`src/logic/sbdl_pkg.sv`:
```
`default_nettype none
// ==========================================================
// Shared constants of the single-wire debug bit link
package sbdl_pkg;
  // Cycle counts are in debug clock cycles, except BOOT_SETTLE_CYC in sys_clk_i cycles
  localparam int unsigned BIT_CYC = 16;
  localparam int unsigned SAMPLE_CYC = 10;
  localparam int unsigned ONE_PULSE_CYC = 7;
  localparam int unsigned ZERO_LOW_CYC = 13;
  localparam int unsigned TIMEOUT_CYC = 512;
  localparam int unsigned SYNC_DET_CYC = 64;
  localparam int unsigned SYNC_WAIT_CYC = 16;
  localparam int unsigned SYNC_LOW_CYC = 128;
  localparam int unsigned DELAY_CYC = 16;
  localparam int unsigned BOOT_SETTLE_CYC = 3;
  localparam int unsigned CNT_W = 8;
  localparam int unsigned TO_W = 10;
  localparam int unsigned DLY_W = 5;
  localparam int unsigned BOOT_W = 2;
  localparam logic SYNC_RST_LVL = 1'b1;

  typedef enum logic [2:0] {
    ST_IDLE,
    ST_BIT,
    ST_SY_HIGH,
    ST_SY_DLY,
    ST_SY_LOW,
    ST_SY_PULSE
  } sbdl_state_e;
endpackage
`default_nettype wire

```
`src/logic/sbdl_pin_if.sv`:
```
`timescale 1ns/10ps
`default_nettype none
// ==========================================================
// Debug pin path between the synchroniser and the link core
interface sbdl_pin_if;
  logic pin_raw;
  logic pin_sync;
  logic pin_fall;
  modport sync (input pin_raw, output pin_sync, output pin_fall);
  modport core (output pin_raw, input pin_sync, input pin_fall);
endinterface
`default_nettype wire

```
`src/logic/sbdl_link.sv`:
```
// Functional notes
// - Fields move MSB first, nominal 16 debug clocks per bit.
// - 512 debug clocks without a host falling edge abort the command.
// - Clock select chooses bus clock or alternate source for all timing but the start-mode settle.
// - Bit start seen after the edge; pin sampled ten debug clocks later.
// - Target leaves the pin undriven while the host sends a bit.
// - Returned one is a high speedup pulse seven clocks after start.
// - Returned zero is low for 13 clocks, then a brief high pulse.
// - Pin low at reset release selects active background start.
// - Link works without a reset, even while the program runs.
// - Active background commands only in that mode; others always.
// - Rate-probe request answered with a timed response pulse.
// - After pin high, wait 16, drive low 128, pulse one, release.
// - Delay slot lasts 16 debug clocks before the host continues.
`timescale 1ns/10ps
`default_nettype none
module sbdl_link #(
  parameter int TX_W = 16,
  parameter int RX_W = 8
) (
  // Clock and reset
  input wire logic sys_clk_i,
  input wire logic rst_n_i,
  // Debug serial pin
  input wire logic debug_serial_pin_i,
  output logic debug_serial_pin_o,
  output logic debug_serial_pin_oe_n_o,
  // Debug clock selection
  input wire logic debug_clock_select_i,
  input wire logic alt_clk_tick_i,
  // Bits returned to the host
  input wire logic tx_load_i,
  input wire logic [TX_W-1:0] tx_data_i,
  input wire logic [4:0] tx_bits_i,
  output logic tx_busy_o,
  // Bits received from the host
  output logic [RX_W-1:0] rx_data_o,
  output logic rx_valid_o,
  // Command class, delay slot, timeout
  input wire logic bgnd_mode_i,
  input wire logic cmd_active_class_i,
  output logic cmd_allowed_o,
  input wire logic delay_req_i,
  output logic delay_done_o,
  output logic timeout_o,
  // Start mode caught after reset, rate-probe response busy
  output logic bgnd_start_o,
  output logic sync_busy_o
);
  if (TX_W < 1 || TX_W > 16 || RX_W < 2 || RX_W > 16)
  begin : g_chk
    $error("sbdl_link: TX_W must be 1..16 and RX_W 2..16");
  end

  // Short local names for the package state codes
  localparam sbdl_pkg::sbdl_state_e ST_IDLE = sbdl_pkg::ST_IDLE;
  localparam sbdl_pkg::sbdl_state_e ST_BIT = sbdl_pkg::ST_BIT;
  localparam sbdl_pkg::sbdl_state_e ST_SY_HIGH = sbdl_pkg::ST_SY_HIGH;
  localparam sbdl_pkg::sbdl_state_e ST_SY_DLY = sbdl_pkg::ST_SY_DLY;
  localparam sbdl_pkg::sbdl_state_e ST_SY_LOW = sbdl_pkg::ST_SY_LOW;
  localparam sbdl_pkg::sbdl_state_e ST_SY_PULSE = sbdl_pkg::ST_SY_PULSE;

  sbdl_pin_if pin ();
  sbdl_pin_sync u_sync (
    .sys_clk_i(sys_clk_i),
    .rst_n_i(rst_n_i),
    .pin(pin.sync)
  );
  assign pin.pin_raw = debug_serial_pin_i;

  // ==========================================================
  // State
  sbdl_pkg::sbdl_state_e state_reg, state_next;
  logic [sbdl_pkg::CNT_W-1:0] cnt_reg, cnt_next;
  logic [sbdl_pkg::CNT_W-1:0] low_reg, low_next;
  logic [sbdl_pkg::TO_W-1:0] to_reg, to_next;
  logic [sbdl_pkg::DLY_W-1:0] dly_reg, dly_next;
  logic [sbdl_pkg::BOOT_W-1:0] boot_reg, boot_next;
  logic [TX_W-1:0] tx_sh_reg, tx_sh_next;
  logic [4:0] tx_left_reg, tx_left_next;
  logic [RX_W-1:0] rx_sh_reg, rx_sh_next, rx_data_reg, rx_data_next;
  logic [4:0] rx_cnt_reg, rx_cnt_next;
  logic cur_tx_reg, cur_tx_next, cur_bit_reg, cur_bit_next;
  logic drv_reg, drv_next, lvl_reg, lvl_next;
  logic rx_valid_reg, rx_valid_next, to_pulse_reg, to_pulse_next;
  logic done_reg, done_next, bgnd_reg, bgnd_next;
  logic tick;
  logic [sbdl_pkg::CNT_W-1:0] cnt_inc;

  // Bus clock ticks every cycle; the alternate source arrives as an enable
  assign tick = debug_clock_select_i ? alt_clk_tick_i : 1'b1;
  assign cnt_inc = cnt_reg + 1'b1;

  // ==========================================================
  // Next-state logic
  always_comb
  begin
    state_next = state_reg;
    cnt_next = cnt_reg;
    low_next = low_reg;
    to_next = to_reg;
    dly_next = dly_reg;
    boot_next = boot_reg;
    tx_sh_next = tx_sh_reg;
    tx_left_next = tx_left_reg;
    rx_sh_next = rx_sh_reg;
    rx_data_next = rx_data_reg;
    rx_cnt_next = rx_cnt_reg;
    cur_tx_next = cur_tx_reg;
    cur_bit_next = cur_bit_reg;
    drv_next = drv_reg;
    lvl_next = lvl_reg;
    rx_valid_next = 1'b0;
    to_pulse_next = 1'b0;
    done_next = 1'b0;
    bgnd_next = bgnd_reg;

    // Start mode is caught once the synchroniser has settled
    if (boot_reg != sbdl_pkg::BOOT_W'(sbdl_pkg::BOOT_SETTLE_CYC))
    begin
      boot_next = boot_reg + 1'b1;
      if (boot_reg == sbdl_pkg::BOOT_W'(sbdl_pkg::BOOT_SETTLE_CYC - 1))
        bgnd_next = ~pin.pin_sync;
    end

    if (tx_load_i && tx_left_reg == 5'h00)
    begin
      tx_sh_next = tx_data_i;
      tx_left_next = tx_bits_i;
    end

    if (delay_req_i)
      dly_next = sbdl_pkg::DLY_W'(sbdl_pkg::DELAY_CYC);
    else if (tick && dly_reg != '0)
    begin
      dly_next = dly_reg - 1'b1;
      done_next = (dly_reg == sbdl_pkg::DLY_W'(1));
    end

    // Long host low, never our own drive, marks a rate-probe request
    if (!pin.pin_sync && !drv_reg)
    begin
      if (tick && low_reg != sbdl_pkg::CNT_W'(sbdl_pkg::SYNC_DET_CYC))
        low_next = low_reg + 1'b1;
    end
    else
      low_next = '0;

    case (state_reg)
      ST_IDLE:
      begin
        drv_next = 1'b0;
        lvl_next = 1'b0;
        if (pin.pin_fall)
        begin
          state_next = ST_BIT;
          cnt_next = '0;
          cur_tx_next = (tx_left_reg != 5'h00);
          cur_bit_next = tx_sh_reg[TX_W-1];
          if (tx_left_reg != 5'h00 && !tx_sh_reg[TX_W-1])
            drv_next = 1'b1;
        end
      end
      ST_BIT:
      begin
        if (tick)
        begin
          cnt_next = cnt_inc;
          if (cur_tx_reg && !cur_bit_reg)
          begin
            drv_next = (cnt_inc <= sbdl_pkg::CNT_W'(sbdl_pkg::ZERO_LOW_CYC));
            lvl_next = (cnt_inc == sbdl_pkg::CNT_W'(sbdl_pkg::ZERO_LOW_CYC));
          end
          else if (cur_tx_reg)
          begin
            drv_next = (cnt_inc == sbdl_pkg::CNT_W'(sbdl_pkg::ONE_PULSE_CYC));
            lvl_next = drv_next;
          end
          else if (cnt_inc == sbdl_pkg::CNT_W'(sbdl_pkg::SAMPLE_CYC))
          begin
            rx_sh_next = {rx_sh_reg[RX_W-2:0], pin.pin_sync};
            rx_cnt_next = rx_cnt_reg + 1'b1;
            if (rx_cnt_reg == 5'(RX_W - 1))
            begin
              rx_data_next = {rx_sh_reg[RX_W-2:0], pin.pin_sync};
              rx_valid_next = 1'b1;
              rx_cnt_next = '0;
            end
          end
          if (cnt_inc == sbdl_pkg::CNT_W'(sbdl_pkg::BIT_CYC - 1))
          begin
            state_next = ST_IDLE;
            if (cur_tx_reg)
            begin
              tx_sh_next = tx_sh_reg << 1;
              tx_left_next = tx_left_reg - 1'b1;
            end
          end
        end
      end
      ST_SY_HIGH:
      begin
        if (pin.pin_sync)
        begin
          state_next = ST_SY_DLY;
          cnt_next = '0;
        end
      end
      ST_SY_DLY:
      begin
        if (tick)
        begin
          cnt_next = cnt_inc;
          if (cnt_inc == sbdl_pkg::CNT_W'(sbdl_pkg::SYNC_WAIT_CYC))
          begin
            state_next = ST_SY_LOW;
            cnt_next = '0;
            drv_next = 1'b1;
            lvl_next = 1'b0;
          end
        end
      end
      ST_SY_LOW:
      begin
        if (tick)
        begin
          cnt_next = cnt_inc;
          if (cnt_inc == sbdl_pkg::CNT_W'(sbdl_pkg::SYNC_LOW_CYC))
          begin
            state_next = ST_SY_PULSE;
            lvl_next = 1'b1;
          end
        end
      end
      ST_SY_PULSE:
      begin
        if (tick)
        begin
          state_next = ST_IDLE;
          drv_next = 1'b0;
          lvl_next = 1'b0;
        end
      end
      default:
      begin
        state_next = ST_IDLE;
        drv_next = 1'b0;
      end
    endcase

    if ((state_reg == ST_IDLE || state_reg == ST_BIT) &&
        low_next == sbdl_pkg::CNT_W'(sbdl_pkg::SYNC_DET_CYC))
    begin
      state_next = ST_SY_HIGH;
      drv_next = 1'b0;
      rx_cnt_next = '0;
    end

    // A timeout drops the half-done field but leaves a sync response running
    if (pin.pin_fall)
      to_next = '0;
    else if (tick && to_reg != sbdl_pkg::TO_W'(sbdl_pkg::TIMEOUT_CYC))
    begin
      to_next = to_reg + 1'b1;
      if (to_reg == sbdl_pkg::TO_W'(sbdl_pkg::TIMEOUT_CYC - 1))
      begin
        to_pulse_next = 1'b1;
        tx_left_next = '0;
        rx_cnt_next = '0;
        dly_next = '0;
        if (state_reg == ST_BIT)
        begin
          state_next = ST_IDLE;
          drv_next = 1'b0;
        end
      end
    end
  end

  always_ff @(posedge sys_clk_i or negedge rst_n_i)
  begin
    if (!rst_n_i)
    begin
      state_reg <= ST_IDLE;
      cnt_reg <= '0;
      low_reg <= '0;
      to_reg <= '0;
      dly_reg <= '0;
      boot_reg <= '0;
      tx_sh_reg <= '0;
      tx_left_reg <= '0;
      rx_sh_reg <= '0;
      rx_data_reg <= '0;
      rx_cnt_reg <= '0;
      cur_tx_reg <= 1'b0;
      cur_bit_reg <= 1'b0;
      drv_reg <= 1'b0;
      lvl_reg <= 1'b0;
      rx_valid_reg <= 1'b0;
      to_pulse_reg <= 1'b0;
      done_reg <= 1'b0;
      bgnd_reg <= 1'b0;
    end
    else
    begin
      state_reg <= state_next;
      cnt_reg <= cnt_next;
      low_reg <= low_next;
      to_reg <= to_next;
      dly_reg <= dly_next;
      boot_reg <= boot_next;
      tx_sh_reg <= tx_sh_next;
      tx_left_reg <= tx_left_next;
      rx_sh_reg <= rx_sh_next;
      rx_data_reg <= rx_data_next;
      rx_cnt_reg <= rx_cnt_next;
      cur_tx_reg <= cur_tx_next;
      cur_bit_reg <= cur_bit_next;
      drv_reg <= drv_next;
      lvl_reg <= lvl_next;
      rx_valid_reg <= rx_valid_next;
      to_pulse_reg <= to_pulse_next;
      done_reg <= done_next;
      bgnd_reg <= bgnd_next;
    end
  end

  // ==========================================================
  // Outputs
  assign debug_serial_pin_o = lvl_reg;
  assign debug_serial_pin_oe_n_o = ~drv_reg;
  assign tx_busy_o = (tx_left_reg != 5'h00);
  assign rx_data_o = rx_data_reg;
  assign rx_valid_o = rx_valid_reg;
  assign timeout_o = to_pulse_reg;
  assign delay_done_o = done_reg;
  assign bgnd_start_o = bgnd_reg;
  assign sync_busy_o = (state_reg >= ST_SY_HIGH);
  assign cmd_allowed_o = !cmd_active_class_i || bgnd_mode_i;
endmodule
`default_nettype wire

```
`src/logic/sbdl_pin_sync.sv`:
```
`timescale 1ns/10ps
`default_nettype none
// ==========================================================
// Two-stage synchroniser and falling-edge detector
module sbdl_pin_sync (
  // Clock and reset
  input wire logic sys_clk_i,
  input wire logic rst_n_i,
  // Pin path
  sbdl_pin_if.sync pin
);
  logic meta_reg;
  logic meta_next;
  logic sync_reg;
  logic sync_next;
  logic prev_reg;
  logic prev_next;

  // The first stage feeds only the second stage
  always_comb
  begin
    meta_next = pin.pin_raw;
    sync_next = meta_reg;
    prev_next = sync_reg;
  end

  always_ff @(posedge sys_clk_i or negedge rst_n_i)
  begin
    if (!rst_n_i)
    begin
      meta_reg <= sbdl_pkg::SYNC_RST_LVL;
      sync_reg <= sbdl_pkg::SYNC_RST_LVL;
      prev_reg <= sbdl_pkg::SYNC_RST_LVL;
    end
    else
    begin
      meta_reg <= meta_next;
      sync_reg <= sync_next;
      prev_reg <= prev_next;
    end
  end

  assign pin.pin_sync = sync_reg;
  assign pin.pin_fall = prev_reg & ~sync_reg;
endmodule
`default_nettype wire

```
`config.mk`:
```
export PLATFORM = sky130hd
export DESIGN_NAME = sbdl_link
export DESIGN_NICKNAME = d
export VERILOG_FILES = /design/src/logic/sbdl_pkg.sv /design/src/logic/sbdl_pin_if.sv /design/src/logic/sbdl_link.sv /design/src/logic/sbdl_pin_sync.sv
export SDC_FILE = /design/constraint.sdc
export NUM_CORES = 1
export LEC_CHECK = 0
export ABC_AREA = 1
export BUFFER_PORTS_ARGS = -buffer_cell sky130_fd_sc_hd__buf_2
export CORE_AREA = 10 10 101 103
export CTS_CLUSTER_SIZE = 16
export DETAILED_ROUTE_END_ITERATION = 7
export DIE_AREA = 0 0 111 113
export PLACE_DENSITY = 0.8
export SYNTH_ARGS = -nofsm -noshare
export SYNTH_HDL_FRONTEND = slang
export SYNTH_SLANG_ARGS = --single-unit
```
`constraint.sdc`:
```
create_clock -name sys_clk_i -period 3.03 [get_ports sys_clk_i]
set_input_delay 0.4545 -clock sys_clk_i [delete_from_list [all_inputs] [get_ports sys_clk_i]]
set_output_delay 0.4545 -clock sys_clk_i [all_outputs]
set_load 0.05 [all_outputs]
```
==> impl_results.rst <==
.. list-table::
   :header-rows: 1

   * - Metric
     - Value
   * - Antenna cell count
     - 0
   * - GPL Wtd Cong
     - ~1
   * - Clock network latency to the later pin of the worst-skew pair
     - 0.36 ns
   * - Result of the run
     - finished clean
   * - Final setup skew
     - 0.008188 ns
   * - Total of max-cap violations
     - 0
   * - Share of flip-flops with an asynchronous set or reset after synthesis
     - 1.000
   * - Antenna-violating nets left
     - 0
   * - Setup Crit Path Kind
     - reg2reg
   * - Nets@finish
     - 727
   * - Relative area change from synthesis to final layout
     - 11.60%
   * - Clock buffer depth
     - 2
   * - Placeable core region
     - 8134 um^2
   * - Final total negative setup slack
     - 0 ns
   * - Static leakage
     - 0.002873 uW
   * - Share of the clock period used by the worst path after layout
     - 0.7516
   * - Worst reg2reg startpoint
     - cnt_reg[0]
   * - Worst setup startpoint
     - cnt_reg[0]
   * - Iteration-0 DRC Markers
     - 214
   * - Count of fill cells added during filler insertion
     - 667
   * - Synthesized area per cell
     - 7.679 um^2
   * - Die Outline Area
     - 12,540 um^2
   * - TritonCTS clock tree
     - yes
   * - Worst flop-to-flop path endpoint
     - tx_left_reg[3]
   * - PD cells
     - roughly 600 nW/um^2
   * - First-pass iteration count of the detailed router
     - 6
   * - Largest vdd supply drop
     - roughly 0.00041 V
   * - Quantity of hold-fixing buffers added after cts
     - 0
   * - Critical Path Sink
     - tx_left_reg[3]
   * - Register clock-pin slew on the reported worst setup and hold paths
     - 0.09 ns
   * - Distinct cell type count after synthesis
     - 38
   * - Commonest register cell after synthesis
     - dfrtp_1
   * - Count of buffers added by post-CTS timing repair for setup
     - 0
   * - Total wire length after detailed routing
     - 10.71 mm
   * - Final HPWL from detailed placement
     - 8.070 mm
   * - Slew headroom
     - 0.6142
   * - Die X-Extent
     - 111 um
   * - Kind of launch point of the worst setup path
     - flop
   * - Synthesized instance count
     - 632
   * - Unrepaired setup endpoints after global routing
     - no
   * - Cts bufs inserted
     - 9
   * - WP data arrival
     - ~2.5 ns
   * - FP Rows
     - 33
   * - Synthesis Warnings
     - 0
   * - Final Hold Viols
     - 0
   * - Die boundary height
     - 113 um
   * - Synthesized area
     - 4853 um^2
   * - Drt drc
     - 0
   * - Flip-flop count of the largest register, all copies and words added
     - 16
   * - Share of Yosys cell area claimed by the top area cell type
     - 0.4383
   * - Total grt overflow
     - 0
   * - Total GRT Usage
     - 0.1737
   * - Number of top-level design ports
     - 47
   * - Number of input and output port buffers inserted
     - 46
   * - Num Clock Sinks
     - 88
   * - Starting density of the core
     - 0.5967
   * - Average via count per standard cell
     - 5.375
   * - Final routed wire length divided by cell count
     - 13.51 um
   * - Number of antenna violations at the first check in global routing
     - 0
   * - Required time at the endpoint of the critical path
     - 3.28 ns
   * - First-pass GRT wire length
     - 18.71 mm
   * - Final count of pins violating max slew
     - 0
   * - Largest cells by area after synthesis
     - dfrtp_1, nand2_1, inv_1, nor2_1, nand3_1
   * - Post-cts sizing count
     - 0
   * - Number of flops mapped to enable cells by yosys
     - 0
   * - Post-route minimum period
     - roughly 2.3 ns
   * - Transition time at the pin with the least slew margin
     - 0.5781 ns
   * - Total of flip-flops plus latches after synthesis
     - 88
   * - Depth of the most critical reg-to-reg path
     - 12
   * - Fraction of final layout cells sized beyond drive strength 1
     - 0.1410
   * - Maximum clock rate
     - approximately 0.44 GHz
   * - Total chip power
     - 3288 uW
   * - Worst-case register-to-register setup slack
     - 0.75 ns
   * - Share of synthesized area occupied by flip-flops and latches
     - 0.4545
   * - Clk root buf
     - clkbuf_8
   * - Clock H-tree levels
     - 3
   * - Cell taking the most area after synthesis
     - dfrtp_1
   * - Final setup vio count
     - 0
   * - Element type at the critical path end
     - flop
   * - Number of nets produced by synthesis
     - between 600 and 700
   * - Vias in the first global route
     - 4,283
   * - Maximum net fanout on the critical path
     - 38
   * - Class of the tightest hold or removal check
     - in2async
   * - Vias
     - 4,262
   * - Pin count of the biggest net entering global routing
     - 45
## cell usage after synthesis, drive strengths merged (2+ instances only)
library cell / n
nor2: 80
nor3: 14
o21ai: 32
nand3b: 2
inv: 88
dfstp: 3
a31oi: 17
nand2: 175
nor4: 4
xnor2: 3
or2: 3
clkbuf: 4
buf: 7
mux2: 6
nand3: 42
dfrtp: 85
and3: 2
o21bai: 2
ha: 14
xor2: 7
a21oi: 22
nand4: 11
o22ai: 5
## cell type report
| class | instances | area (um^2) | share of cell area |
|---|---|---|---|
| clock buffers | 10 | 137.6 | 0.02541 |
| clock inverters | 6 | 98.84 | 0.01825 |
| inverters | 88 | 330.3 | 0.06098 |
| multi-input cells | 445 | 2242 | 0.4140 |
| flip-flops and latches | 88 | 2206 | 0.4073 |
| well taps | 105 | 131.4 | 0.02426 |
| repair buffers | 51 | 270.3 | 0.04990 |
## routing by layer
metal	track usage	wire length, um
met5	0	0
met4	0.05642	190
met3	0.04068	618
met2	0.3074	5288
met1	0.2030	4613
## cell usage in the layout (no fill, tap or decap), types with 6 or more instances in the layout
| cell | n |
|---|---|
| nor2_2 | 7 |
| clkbuf_8 | 10 |
| inv_1 | 83 |
| xor2_1 | 7 |
| nor2_1 | 71 |
| a21oi_1 | 22 |
| nor3_1 | 13 |
| o21ai_0 | 26 |
| ha_1 | 14 |
| buf_4 | 6 |
| nand4_1 | 11 |
| dfrtp_1 | 85 |
| a31oi_1 | 17 |
| o21ai_1 | 6 |
| nand3_1 | 40 |
| buf_2 | 45 |
| nand2_1 | 169 |
## power breakdown
group | internal [uW] | switching (uW)
Sequential | 1290 | 123
Combinational | 294 | 636
Clock | 500 | 442
## metrics by stage
step	hold WS [ns]	instances	util	instance area (um^2)	setup WS, ns
floorplan	0.1589	632	-	4853	1.153
global placement	0.3458	777	0.6368	5180	0.7868
detailed placement	0.3503	777	0.6368	5180	0.6698
CTS	0.08565	793	0.6659	5416	0.7844
global route	0.1023	793	0.6659	5416	0.5831
finish	0.07638	793	0.6659	5416	0.7527
## worst max-delay path: stages (launching register included)
cell     delay (ns)
dfrtp_1        0.45
ha_1           0.26
nand2_2        0.10
inv_1          0.07
nor2_2         0.16
nand3_1        0.12
nor3_1         0.27
nand3_2        0.14
buf_4          0.27
inv_2          0.13
nand2_1        0.06
nand2_1        0.08
a21oi_1        0.06
## worst min path at each step
stage                                     end             from  cells past startpoint  slack (ns)
after floorplan                  bgnd_start_o          rst_n_i                      0        0.16
after global placement    u_sync.pin.pin_sync  u_sync.meta_reg                      0        0.35
after detailed placement  u_sync.pin.pin_sync  u_sync.meta_reg                      0        0.35
after CTS                           to_reg[4]          rst_n_i                      1        0.09
after global routing                to_reg[4]          rst_n_i                      1        0.10
final                               to_reg[4]          rst_n_i                      1        0.08
## logic make-up after synthesis
group	Yosys count	share of synthesized area
buffers and inverters	99	0.08352
multiplexers	6	0.01392
XOR/XNOR	10	0.01805
AND/OR/NAND/NOR	333	0.3006
AO/OA/AOI/OAI	82	0.09332
adder cells (fa/ha/maj)	14	0.03609
flip-flops	88	0.4545
Power figures use the tool's default switching activity.
